**src/link_param_defines.svh**
```systemverilog
/*
 Register offsets, field positions and mode values of the link parameter
 bank. Assumes inclusion by bare name from design files.
*/
`ifndef LINK_PARAM_DEFINES_SVH
`define LINK_PARAM_DEFINES_SVH

`define LP_ADDR_W 12
`define LP_OFF_LANES 12'h453
`define LP_OFF_OCTETS_M1 12'h454
`define LP_OFF_FRAMES 12'h455
`define LP_OFF_CONVERTERS 12'h456
`define LP_OFF_RESOLUTION 12'h457
`define LP_OFF_SUBCLASS 12'h458
`define LP_OFF_VERSION 12'h459
`define LP_OFF_DENSITY 12'h45A
`define LP_OFF_DESKEW 12'h46C
`define LP_OFF_OCTETS_DIRECT 12'h476
`define LP_OFF_LANE_EN 12'h47D
`define LP_SCRAMBLE_BIT 7
`define LP_DENSITY_BIT 7
`define LP_RESET_VALUE 8'h00
`define LP_COUNT_RESET 9'h001
`define LP_RESOLUTION_16 8'h0F
`define LP_SUBCLASS_BITS_16 5'h0F
`define LP_VERSION_B 3'h1
`define LP_NUM_REGS 11
// Controller register map on the Avalon side (byte addresses)
`define CTL_OFF_CTRL 4'h0
`define CTL_OFF_ADDR 4'h4
`define CTL_OFF_WDATA 4'h8
`define CTL_OFF_STATUS 4'hC

`endif

```
**src/link_param_pkg.sv**
```systemverilog
/*
 Types shared by both ends of the link parameter bank.
 Assumes link_param_defines.svh sits in the same folder.
*/
package link_param_pkg;
   typedef enum logic [1:0] {ST_IDLE, ST_ISSUE, ST_WAIT} ctl_state_e;
   typedef logic [7:0] byte_t;
endpackage : link_param_pkg

```
**src/link_param_if.sv**
```systemverilog
/*
 Register port joining the configuration controller and the bank.
 Assumes one clock shared by both ends; a one-cycle strobe per access.
*/
`timescale 1ns/1ps
`default_nettype none
interface link_param_if (
   input wire logic clk_sys                           // System clock
);
   logic req;                                         // Access strobe
   logic wr;                                          // 1 write, 0 read
   logic [11:0] addr;                                 // Register offset
   logic [7:0] wdata;                                 // Write data
   logic [7:0] rdata;                                 // Read data
   logic ack;                                         // Access done pulse
   modport bank (input req, wr, addr, wdata, output rdata, ack);
   modport ctl (output req, wr, addr, wdata, input rdata, ack);
endinterface : link_param_if
`default_nettype wire

```
**src/link_param_bank.sv**
```systemverilog
/*
 Link parameter register bank of the receiving converter, with decoded
 parameter outputs for the deframer. Assumes the controller issues one
 strobe at a time and waits for ack. Also holds the helper that turns
 minus-one fields into registered counts.
*/
// Summary of operation
// RQ1 - Lane-count bit 7 enables descrambling
// RQ2 - Lane-count low five bits: lanes minus one
// RQ3 - Octets register is octets minus one
// RQ4 - Multiframe low bits: frames minus one
// RQ5 - Converter register: converters minus one
// RQ6 - Host writes zero control bits
// RQ7 - Host sets resolution field to fifteen
// RQ8 - Subclass register top bits select subclass
// RQ9 - Host sets sample bits field fifteen
// RQ10 - Host writes version field one
// RQ11 - Version low bits: samples minus one
// RQ12 - Density bit 7 is high-density flag
// RQ13 - Host writes zero control words
// RQ14 - Deskew mask bit n deskews lane
// RQ15 - Direct octets register is plain count
// RQ16 - Lane enable bit n enables lane
// RQ17 - Host programs one consistent mode first
`timescale 1ns/1ps
`default_nettype none
`include "link_param_defines.svh"
module link_param_bank
   import link_param_pkg::*;
(
   input wire logic clk_sys,                          // System clock
   input wire logic nrst,                             // Sync reset, low
   link_param_if.bank bus,                            // Register port
   output logic descramble_en,                        // Descrambler on
   output logic [5:0] lanes,                          // Lanes per link
   output logic [8:0] octets,                         // Octets per frame
   output logic [5:0] frames,                         // Frames/multiframe
   output logic [8:0] converters,                     // Converters
   output logic [2:0] subclass,                       // Link subclass
   output logic [5:0] samples,                        // Samples/conv/frame
   output logic high_density,                         // Samples span lanes
   output logic [7:0] deskew_lanes,                   // Lanes to deskew
   output logic [7:0] octets_direct,                  // Octet count as is
   output logic [7:0] lane_enables                    // Enabled lanes
);
   typedef struct packed {
      byte_t [`LP_NUM_REGS-1:0] regs;
      byte_t rdata;
      logic ack;
   } bank_s;

   bank_s state_reg, state_next;
   logic [3:0] idx;
   logic hit;

   // Offset decode to storage index
   always_comb begin
      hit = 1'b1;
      idx = 4'h0;
      unique case (bus.addr)
         `LP_OFF_LANES: idx = 4'h0;
         `LP_OFF_OCTETS_M1: idx = 4'h1;
         `LP_OFF_FRAMES: idx = 4'h2;
         `LP_OFF_CONVERTERS: idx = 4'h3;
         `LP_OFF_RESOLUTION: idx = 4'h4;
         `LP_OFF_SUBCLASS: idx = 4'h5;
         `LP_OFF_VERSION: idx = 4'h6;
         `LP_OFF_DENSITY: idx = 4'h7;
         `LP_OFF_DESKEW: idx = 4'h8;
         `LP_OFF_OCTETS_DIRECT: idx = 4'h9;
         `LP_OFF_LANE_EN: idx = 4'hA;
         default: hit = 1'b0;
      endcase
   end

   // Write stores, read returns; unmapped reads give zero, writes drop
   always_comb begin
      state_next = state_reg;
      state_next.ack = bus.req;
      if (bus.req) begin
         if (bus.wr && hit) begin
            state_next.regs[idx] = bus.wdata;
         end
         state_next.rdata = hit ? state_reg.regs[idx] : 8'h00;
         if (bus.wr) begin
            state_next.rdata = 8'h00;
         end
      end
   end

   // One edge moves the whole bank state; reset clears every register
   always_ff @(posedge clk_sys) begin
      if (!nrst) begin
         state_reg <= '0;
      end else begin
         state_reg <= state_next;
      end
   end

   assign bus.rdata = state_reg.rdata;
   assign bus.ack = state_reg.ack;

   // Scrambling is one flag; the deframer takes it as a level
   assign descramble_en = state_reg.regs[0][`LP_SCRAMBLE_BIT]; // RQ1

   // Lanes per link from its minus-one field
   count_from_field #(
      .IN_W(5),
      .OUT_W(6)
   ) u_lanes ( // RQ2
      .clk_sys(clk_sys),                              // System clock
      .nrst(nrst),                                    // Sync reset, low
      .field(state_reg.regs[0][4:0]),                 // Lanes minus one
      .count(lanes)                                   // Lanes per link
   );

   // Octets per frame; the full byte is used, so the count needs 9 bits
   count_from_field #(
      .IN_W(8),
      .OUT_W(9)
   ) u_octets ( // RQ3
      .clk_sys(clk_sys),                              // System clock
      .nrst(nrst),                                    // Sync reset, low
      .field(state_reg.regs[1]),                      // Octets minus one
      .count(octets)                                  // Octets per frame
   );

   // Frames per multiframe; the top three bits of the byte are ignored
   count_from_field #(
      .IN_W(5),
      .OUT_W(6)
   ) u_frames ( // RQ4
      .clk_sys(clk_sys),                              // System clock
      .nrst(nrst),                                    // Sync reset, low
      .field(state_reg.regs[2][4:0]),                 // Frames minus one
      .count(frames)                                  // Frames/multiframe
   );

   // Converters per link, again a full byte
   count_from_field #(
      .IN_W(8),
      .OUT_W(9)
   ) u_converters ( // RQ5
      .clk_sys(clk_sys),                              // System clock
      .nrst(nrst),                                    // Sync reset, low
      .field(state_reg.regs[3]),                      // Converters less one
      .count(converters)                              // Converters
   );

   // Subclass codes above one pass through; the deframer must refuse them
   assign subclass = state_reg.regs[5][7:5]; // RQ8

   // Samples per converter per frame from the version register low bits
   count_from_field #(
      .IN_W(5),
      .OUT_W(6)
   ) u_samples ( // RQ11
      .clk_sys(clk_sys),                              // System clock
      .nrst(nrst),                                    // Sync reset, low
      .field(state_reg.regs[6][4:0]),                 // Samples minus one
      .count(samples)                                 // Samples/conv/frame
   );

   // High-density flag: samples may be split across lanes
   assign high_density = state_reg.regs[7][`LP_DENSITY_BIT]; // RQ12

   // Lane masks and the direct octet count go out as stored; nothing
   // checks them against the lane count, which is the host's duty
   assign deskew_lanes = state_reg.regs[8]; // RQ14
   assign octets_direct = state_reg.regs[9]; // RQ15
   assign lane_enables = state_reg.regs[10]; // RQ16
endmodule : link_param_bank

// Turns a stored minus-one field into the count that it stands for; the
// count is registered, so it trails a register write by one cycle
module count_from_field
   import link_param_pkg::*;
#(
   parameter int IN_W = 5,                            // Field width
   parameter int OUT_W = 6                            // Count width
) (
   input wire logic clk_sys,                          // System clock
   input wire logic nrst,                             // Sync reset, low
   input wire logic [IN_W-1:0] field,                 // Minus-one value
   output logic [OUT_W-1:0] count                     // Decoded count
);
   typedef struct packed {
      logic [OUT_W-1:0] count;
   } count_s;

   count_s state_reg, state_next;

   // Widened first, so the top field code gives a count and not zero
   always_comb begin
      state_next.count = OUT_W'(field) + OUT_W'(1);
   end

   // Reset shows the count of an all-zero field, as the bank clears to zero
   always_ff @(posedge clk_sys) begin
      if (!nrst) begin
         state_reg.count <= OUT_W'(`LP_COUNT_RESET);
      end else begin
         state_reg <= state_next;
      end
   end

   assign count = state_reg.count;
endmodule : count_from_field
`default_nettype wire

```
**src/flat_wrapper.sv**
```systemverilog
// flat-port wrapper written by rule: the top's interface ports become plain ports
module link_param_bank_flat import link_param_pkg::*;
  (clk_sys, nrst, descramble_en, lanes, octets, frames, converters, subclass, samples, high_density, deskew_lanes, octets_direct, lane_enables, bus_req, bus_wr, bus_addr, bus_wdata, bus_rdata, bus_ack);
  link_param_if bus_i (.clk_sys(clk_sys));
  input wire logic clk_sys;
  input wire logic nrst;
  output logic descramble_en;
  output logic [5:0] lanes;
  output logic [8:0] octets;
  output logic [5:0] frames;
  output logic [8:0] converters;
  output logic [2:0] subclass;
  output logic [5:0] samples;
  output logic high_density;
  output logic [7:0] deskew_lanes;
  output logic [7:0] octets_direct;
  output logic [7:0] lane_enables;
  input wire logic [$bits(bus_i.req)-1:0] bus_req;
  input wire logic [$bits(bus_i.wr)-1:0] bus_wr;
  input wire logic [$bits(bus_i.addr)-1:0] bus_addr;
  input wire logic [$bits(bus_i.wdata)-1:0] bus_wdata;
  output wire logic [$bits(bus_i.rdata)-1:0] bus_rdata;
  output wire logic [$bits(bus_i.ack)-1:0] bus_ack;
  assign bus_i.req = bus_req;
  assign bus_i.wr = bus_wr;
  assign bus_i.addr = bus_addr;
  assign bus_i.wdata = bus_wdata;
  assign bus_rdata = bus_i.rdata;
  assign bus_ack = bus_i.ack;
  link_param_bank u_core (.clk_sys(clk_sys), .nrst(nrst), .bus(bus_i), .descramble_en(descramble_en), .lanes(lanes), .octets(octets), .frames(frames), .converters(converters), .subclass(subclass), .samples(samples), .high_density(high_density), .deskew_lanes(deskew_lanes), .octets_direct(octets_direct), .lane_enables(lane_enables));
endmodule
```
**config.mk**
```make
export PLATFORM = sky130hd
export DESIGN_NAME = link_param_bank_flat
export DESIGN_NICKNAME = d
export VERILOG_FILES = /design/src/link_param_pkg.sv /design/src/link_param_if.sv /design/src/link_param_bank.sv /design/src/flat_wrapper.sv
export VERILOG_INCLUDE_DIRS = /design/src
export SDC_FILE = /design/constraint.sdc
export NUM_CORES = 1
export LEC_CHECK = 0
export BUFFER_PORTS_ARGS = -buffer_cell sky130_fd_sc_hd__buf_2
export CORE_MARGIN = 2
export CORE_UTILIZATION = 40
export DETAILED_ROUTE_END_ITERATION = 8
export GPL_TIMING_DRIVEN = 0
export HOLD_SLACK_MARGIN = 0.03
export MAX_ROUTING_LAYER = met4
export PLACE_DENSITY = 0.65
export SYNTH_ARGS = -nofsm -noshare
export SYNTH_HDL_FRONTEND = slang
export SYNTH_HIERARCHICAL = 1
export SYNTH_SLANG_ARGS = --single-unit
```
**constraint.sdc**
```tcl
create_clock -name clk_sys -period 2.9 [get_ports clk_sys]
set_input_delay 0.725 -clock clk_sys [delete_from_list [all_inputs] [get_ports clk_sys]]
set_output_delay 0.725 -clock clk_sys [all_outputs]
set_load 0.05 [all_outputs]
```
==> results of run 1 <==
[power groups by stage]
stage                     clock [mW]  sequential [mW]  combinational (mW)
after floorplan                    0             1.87              0.0906
after global placement             0             1.87               0.157
after detailed placement           0             1.87               0.157
after CTS                       2.32             1.83               0.158
after global routing            2.40             1.83               0.172
final                           2.28             1.83               0.162
[layer usage]
layer | share of wire | vias up | wire length, microns
li1 | - | 2523 | -
met1 | 0.47 | 2420 | 7840
met2 | 0.46 | 177 | 7610
met3 | 0.056 | 11 | 924
met4 | 0.0087 | 0 | 144
met5 | 0 | - | 0
[cell type report]
cell class	count	area, sq um	share of cell area
Sequential cell	133	2660	0.349
Buffer	78	447	0.0586
Clock buffer	21	480	0.0631
Multi-Input combinational cell	452	3160	0.414
Inverter	3	11.3	0.00148
Clock inverter	9	150	0.0197
Tap cell	188	235	0.0309
Timing Repair Buffer	95	475	0.0624
[cells in the final DEF (no fill, tap or decap), drive strengths merged, types with 4 or more instances in the layout]
cell type / count
buf: 143
dfxtp: 133
mux2i: 74
nand2: 73
nor2b: 62
clkbuf: 51
o21ai: 40
a21boi: 30
and2: 18
o221ai: 16
nand3: 16
nand2b: 15
o22ai: 15
nor2: 13
xnor2: 9
nor3: 8
a21oi: 7
xor2: 6
nand4: 6
a211o: 5
ha: 5
bufinv: 4
o211ai: 4
[kinds of logic after synthesis]
| group | Yosys count | share of synthesized area |
|---|---|---|
| multiplexers | 74 | 0.119 |
| AND/OR/NAND/NOR | 232 | 0.214 |
| AO/OA/AOI/OAI | 126 | 0.136 |
| buffers and inverters | 81 | 0.0734 |
| flip-flops | 133 | 0.427 |
| adder cells (fa/ha/maj) | 5 | 0.0100 |
| XOR/XNOR | 15 | 0.0210 |
[cell usage after synthesis, types with 2 or more instances]
cell	count
a21boi_1	5
xnor2_1	9
or2_2	2
mux2i_1	74
nor3_4	2
buf_2	12
clkbuf_1	30
xor2_1	6
a21oi_1	7
o2bb2a_1	2
nand3_1	14
o31ai_1	2
buf_4	35
nor2b_1	62
o21ai_0	40
nor4b_2	2
or3_1	3
inv_1	3
a211o_1	5
nand2b_1	15
nor2_1	9
nor3_2	3
nor3b_1	2
nand4_1	6
nand3_2	2
o221ai_1	16
nor2_2	3
o211ai_1	4
nand2_1	72
o22ai_1	15
and2_1	18
ha_1	5
or4_1	2
a21boi_0	25
nor3_1	3
dfxtp_1	133
and3_4	2
[repair_timing]
| action | CTS | global route |
|---|---|---|
| gates resized for setup | 3 | 3 |
| setup endpoints to repair | 8 | 8 |
| pin swaps | 0 | 1 |
| hold buffers | 0 | 0 |
[per-stage QoR]
stage               power [mW]  std cells  area [sq um]   util
global route              4.40        979          7620  0.501
global placement          2.02        949          6950  0.457
detailed placement        2.03        949          6950  0.457
CTS                       4.31        979          7600  0.500
floorplan                 1.96        666          6240      -
finish                    4.27        979          7620  0.501
[critical path, delay by kind of cell]
family,cells,cell delay [ns]
AND/OR/NAND/NOR,3,1.03
AO/OA/AOI/OAI,3,0.68
buffers and inverters,2,0.71
[final timing paths]
| path | start | end | slack [ns] | depth (start not counted) |
|---|---|---|---|---|
| setup reg to reg | u_core/state_reg[33]$_SDFFE_PN0P_ | u_core/u_converters/count[6]$_SDFF_PN0_ | 1.68 | 4 |
| setup / recovery | nrst | u_core/bus.rdata[4]$_SDFFE_PN0P_ | 0.09 | 8 |
| hold / removal | u_core/state_reg[9]$_SDFFE_PN0P_ | u_core/u_lanes/count[0]$_SDFF_PN1_ | 0.47 | 1 |
| hold reg to reg | u_core/state_reg[9]$_SDFFE_PN0P_ | u_core/u_lanes/count[0]$_SDFF_PN1_ | 0.47 | 1 |
==> results.toml, run 1 <==
[floorplanning]
die_width_microns = 129
num_io_pins = 98
die_h_microns = 129
core-area_sq_um = 15200
rows = 45
start_util = 0.411
die_area_sq_um = 16600

[layout]
antenna_cells = 0
largest_register_ff_count = 59
fin_nets = 809
drive_above_1_share = 0.249
fill_cells = 1435
area_delta_synth_final_pct = 22.0

[power]
p_per_area_nw_per_um2 = 561
p_comb_frac = 0.038
worst_ir_drop_vdd_mv = 0.416
p_sw_frac = 0.205
power.switching_uw = 875
internal_power_mw = 3.40
seq_power_share = 0.428
pwr-share-clk = 0.534
p_leak_nw = 3.28

[grt]
grt-ovfl-total = 0
grt_pass1_vias = 4678
grt_max_degree = 27
grt_use_met2 = 0.317
use_met3 = 0.0466
track_usage = 0.209
antenna_found_initial = 0
top_usage_layer = "met2"
use_met1 = 0.281
grt_pass1_wl_microns = 25500

[setup_path]
path_class = "in2reg"
cp-start-kind = "primary input"
end_kind = "register"
slowest_stage = "nor3_4"
max_stage_delay_ns = 0.45
cp.required_ns = 3.25
critical_path_peak_fanout = 26
worstPathCellList = "buf_2 > clkbuf_1 > and2_1 > nand4b_1 > nor3_4 > o221ai_1 > o2bb2a_1 > o211ai_1"
cp.arrival_ns = 3.16

[sta]
slew_headroom = 0.471
post-route-min-period_ns = 2.81
fin_tns_setup_ns = 0
finalWorstSetupSlack_ns = 0.0875
fmax_ghz = 0.356
holdWs_ns = 0.466
skew_ns = 0.00785
final_hold_viol_count = 0
worstMarginPinSlew_ns = 0.793
period_share = 0.970
grt_setup_unrepaired = "true"
finalSetupViolCount = 0
maxSlewViolCount = 0

[routing]
wirelength_microns = 16500
drtIter0Drc = 349
drt_drc_violations_left = 0
ant_nets = 0
wire_per_inst_microns = 16.9
vias = 5131
firstDrtPassIters = 5
avgViaCountPerCell = 5.24

[logic_synthesis]
synth-async-reset-ratio = 0
syn_area_sq_um = 6240
syn_nets = 695
ys_ff_latch = 133
yosysUniqueCellTypes = 53
synth.avg_cell_area_sq_um = 9.37
synth_cells = 666
synth.yosys.warnings = 6
ys_top_cells_by_area = "dfxtp_1 (43%), mux2i_1 (12%), nor2b_1 (6.2%)"
synth_top_flop_cell = "dfxtp_1"
synth-edff-count = 0
ys_seq_area_frac = 0.427
yosys.area.top_type = "dfxtp_1"
synth_top_area_share = 0.427

[clock_tree]
path_clk_slew_ns = 0.06
cts_max_level = 4
cts_made_buffers = 17
cts_buffer_depth = 2
cts_tree = "yes"
cts_sinks = 133
cts_setup_buffers = 0
cts_root_buf = "clkbuf_16"
clkLatencyLatePin_ns = 0.42

[placement]
dp_hpwl_microns = 11700
port_buffers = 95
pre_cts_slack_ns = -0.682
gp_congestion = 0.902

[min_path]
hp-class = "reg2reg"

[outcome]
status = "completed"

[job]
drv_cap = 0
Note: power is estimated with default switching activity, not from simulation.
==> run 2: changes to the inputs <==
- SETUP_SLACK_MARGIN: unset -> 0.15
==> run 2 against run 1 <==
Compared with the run above: clock skew about the same; largest power group unchanged; die area unchanged; non-clock buffer count rose by 3; wire length is 0.22% lower; clock power is essentially flat.
==> results.toml, run 2 (same netlist as run 1, synthesis figures left out) <==
[layout]
final_core_util = 0.505
final_cell_mix = "dfxtp_1 (133), buf_2 (105), mux2i_1 (74)"
stdcell_area_sq_um = 7680
multi_input_area_sq_um = 3190
antenna_cells = 0
final_common_cell = "dfxtp_1"
final-seq-area_sq_um = 2660
area_delta_synth_final_pct = 23.0
drive_above_1_share = 0.256
largest_register_ff_count = 59
fill_cells = 1424
fin_nets = 812

[grt]
antenna_found_initial = 0
grt-ovfl-total = 0
grt_max_degree = 27
grt_use_met2 = 0.317
use_met3 = 0.0466
grt_pass1_vias = 4678
use_met1 = 0.281
top_usage_layer = "met2"
grt_pass1_wl_microns = 25500
track_usage = 0.209

[clock_tree]
path_clk_slew_ns = 0.05
cts_buffer_depth = 2
cts_sinks = 133
cts_tree = "yes"
cts_made_buffers = 17
cts_max_level = 4
clkLatencyLatePin_ns = 0.42
cts_root_buf = "clkbuf_16"

[sta]
fin_tns_setup_ns = 0
worstMarginPinSlew_ns = 0.780
finalSetupViolCount = 0
skew_ns = 0.00784
slew_headroom = 0.480
fmax_ghz = 0.376
grt_setup_unrepaired = "false"
maxSlewViolCount = 0
final_hold_viol_count = 0
post-route-min-period_ns = 2.66
holdWs_ns = 0.467
period_share = 0.918

[setup_path]
cp-start-kind = "primary input"
end_kind = "register"
cp.required_ns = 3.20
path_class = "in2reg"
critical_path_peak_fanout = 10
cp.arrival_ns = 2.97

[floorplanning]
die_width_microns = 129
num_io_pins = 98
die_area_sq_um = 16600
start_util = 0.411
rows = 45
die_h_microns = 129
core-area_sq_um = 15200

[power]
power.total_mw = 4.28
p_leak_nw = 3.32
worst_ir_drop_vdd_mv = 0.415
p_per_area_nw_per_um2 = 557

[outcome]
status = "completed"

[min_path]
hp-class = "reg2reg"

[routing]
vias = 5111
firstDrtPassIters = 5
drt_drc_violations_left = 0
ant_nets = 0
wire_per_inst_microns = 16.8
drtIter0Drc = 354
wirelength_microns = 16500
avgViaCountPerCell = 5.20

[placement]
dp_hpwl_microns = 11700
place_area_sq_um = 6950
port_buffers = 95
gp_congestion = 0.902

[job]
drv_cap = 0
[run 2: changes by cell type in the layout (fill, tap and decap cells not counted), sizes merged]
cell / before / now
clkbuf: 51 / 52
buf: 143 / 145
[run 2: worst paths after layout]
kind / startpoint / end / slack (ns) / cells past startpoint
worst max-delay path: bus_addr[2] / u_core/bus.rdata[7]$_SDFFE_PN0P_ / 0.24 / 9
worst min-delay path: u_core/state_reg[9]$_SDFFE_PN0P_ / u_core/u_lanes/count[0]$_SDFF_PN1_ / 0.47 / 1
worst max register to register: u_core/state_reg[33]$_SDFFE_PN0P_ / u_core/u_converters/count[6]$_SDFF_PN0_ / 1.68 / 4
worst min register to register: u_core/state_reg[9]$_SDFFE_PN0P_ / u_core/u_lanes/count[0]$_SDFF_PN1_ / 0.47 / 1
[run 2: metrics by stage]
step / setup WS [ns] / instances
3_3_place_gp: -0.702 / 949
2_1_floorplan: 0.286 / 666
5_1_grt: 0.161 / 982
3_5_place_dp: -0.682 / 949
4_1_cts: 0.0813 / 979
6_report: 0.237 / 982
[run 2: critical path: stages]
cell	delay (ns)
buf_2	0.10
buf_2	0.17
or4b_1	0.61
o2bb2ai_4	0.24
nand2_2	0.17
clkbuf_1	0.30
o22ai_1	0.27
nor2_1	0.12
a211o_1	0.27
[run 2: area by class of cell]
class | instances | area share
flip-flops and latches | 133 | 0.347
clock buffers | 21 | 0.0626
repair buffers | 98 | 0.0652
plain buffers | 78 | 0.0588
well taps | 188 | 0.0306
multi-input cells | 452 | 0.415
inverters | 3 | 0.00147
clock inverters | 9 | 0.0196
[run 2: timing repair]
item,CTS,global route
hold buffers,0,0
setup buffers,0,3
setup endpoints to repair,16,27
pin swaps,0,2
endpoints found under the hold margin,0,0
resized for setup,3,14
[run 2: routing by layer]
layer | routed length [microns] | vias up
met3 | 946 | 14
met1 | 7800 | 2398
met5 | 0 | -
li1 | - | 2530
met2 | 7570 | 169
met4 | 167 | 0
[run 2: where the power goes]
| group | switching (mW) | internal (mW) |
|---|---|---|
| clock | 0.767 | 1.51 |
| combinational | 0.107 | 0.0577 |
| sequential | 0.000169 | 1.83 |
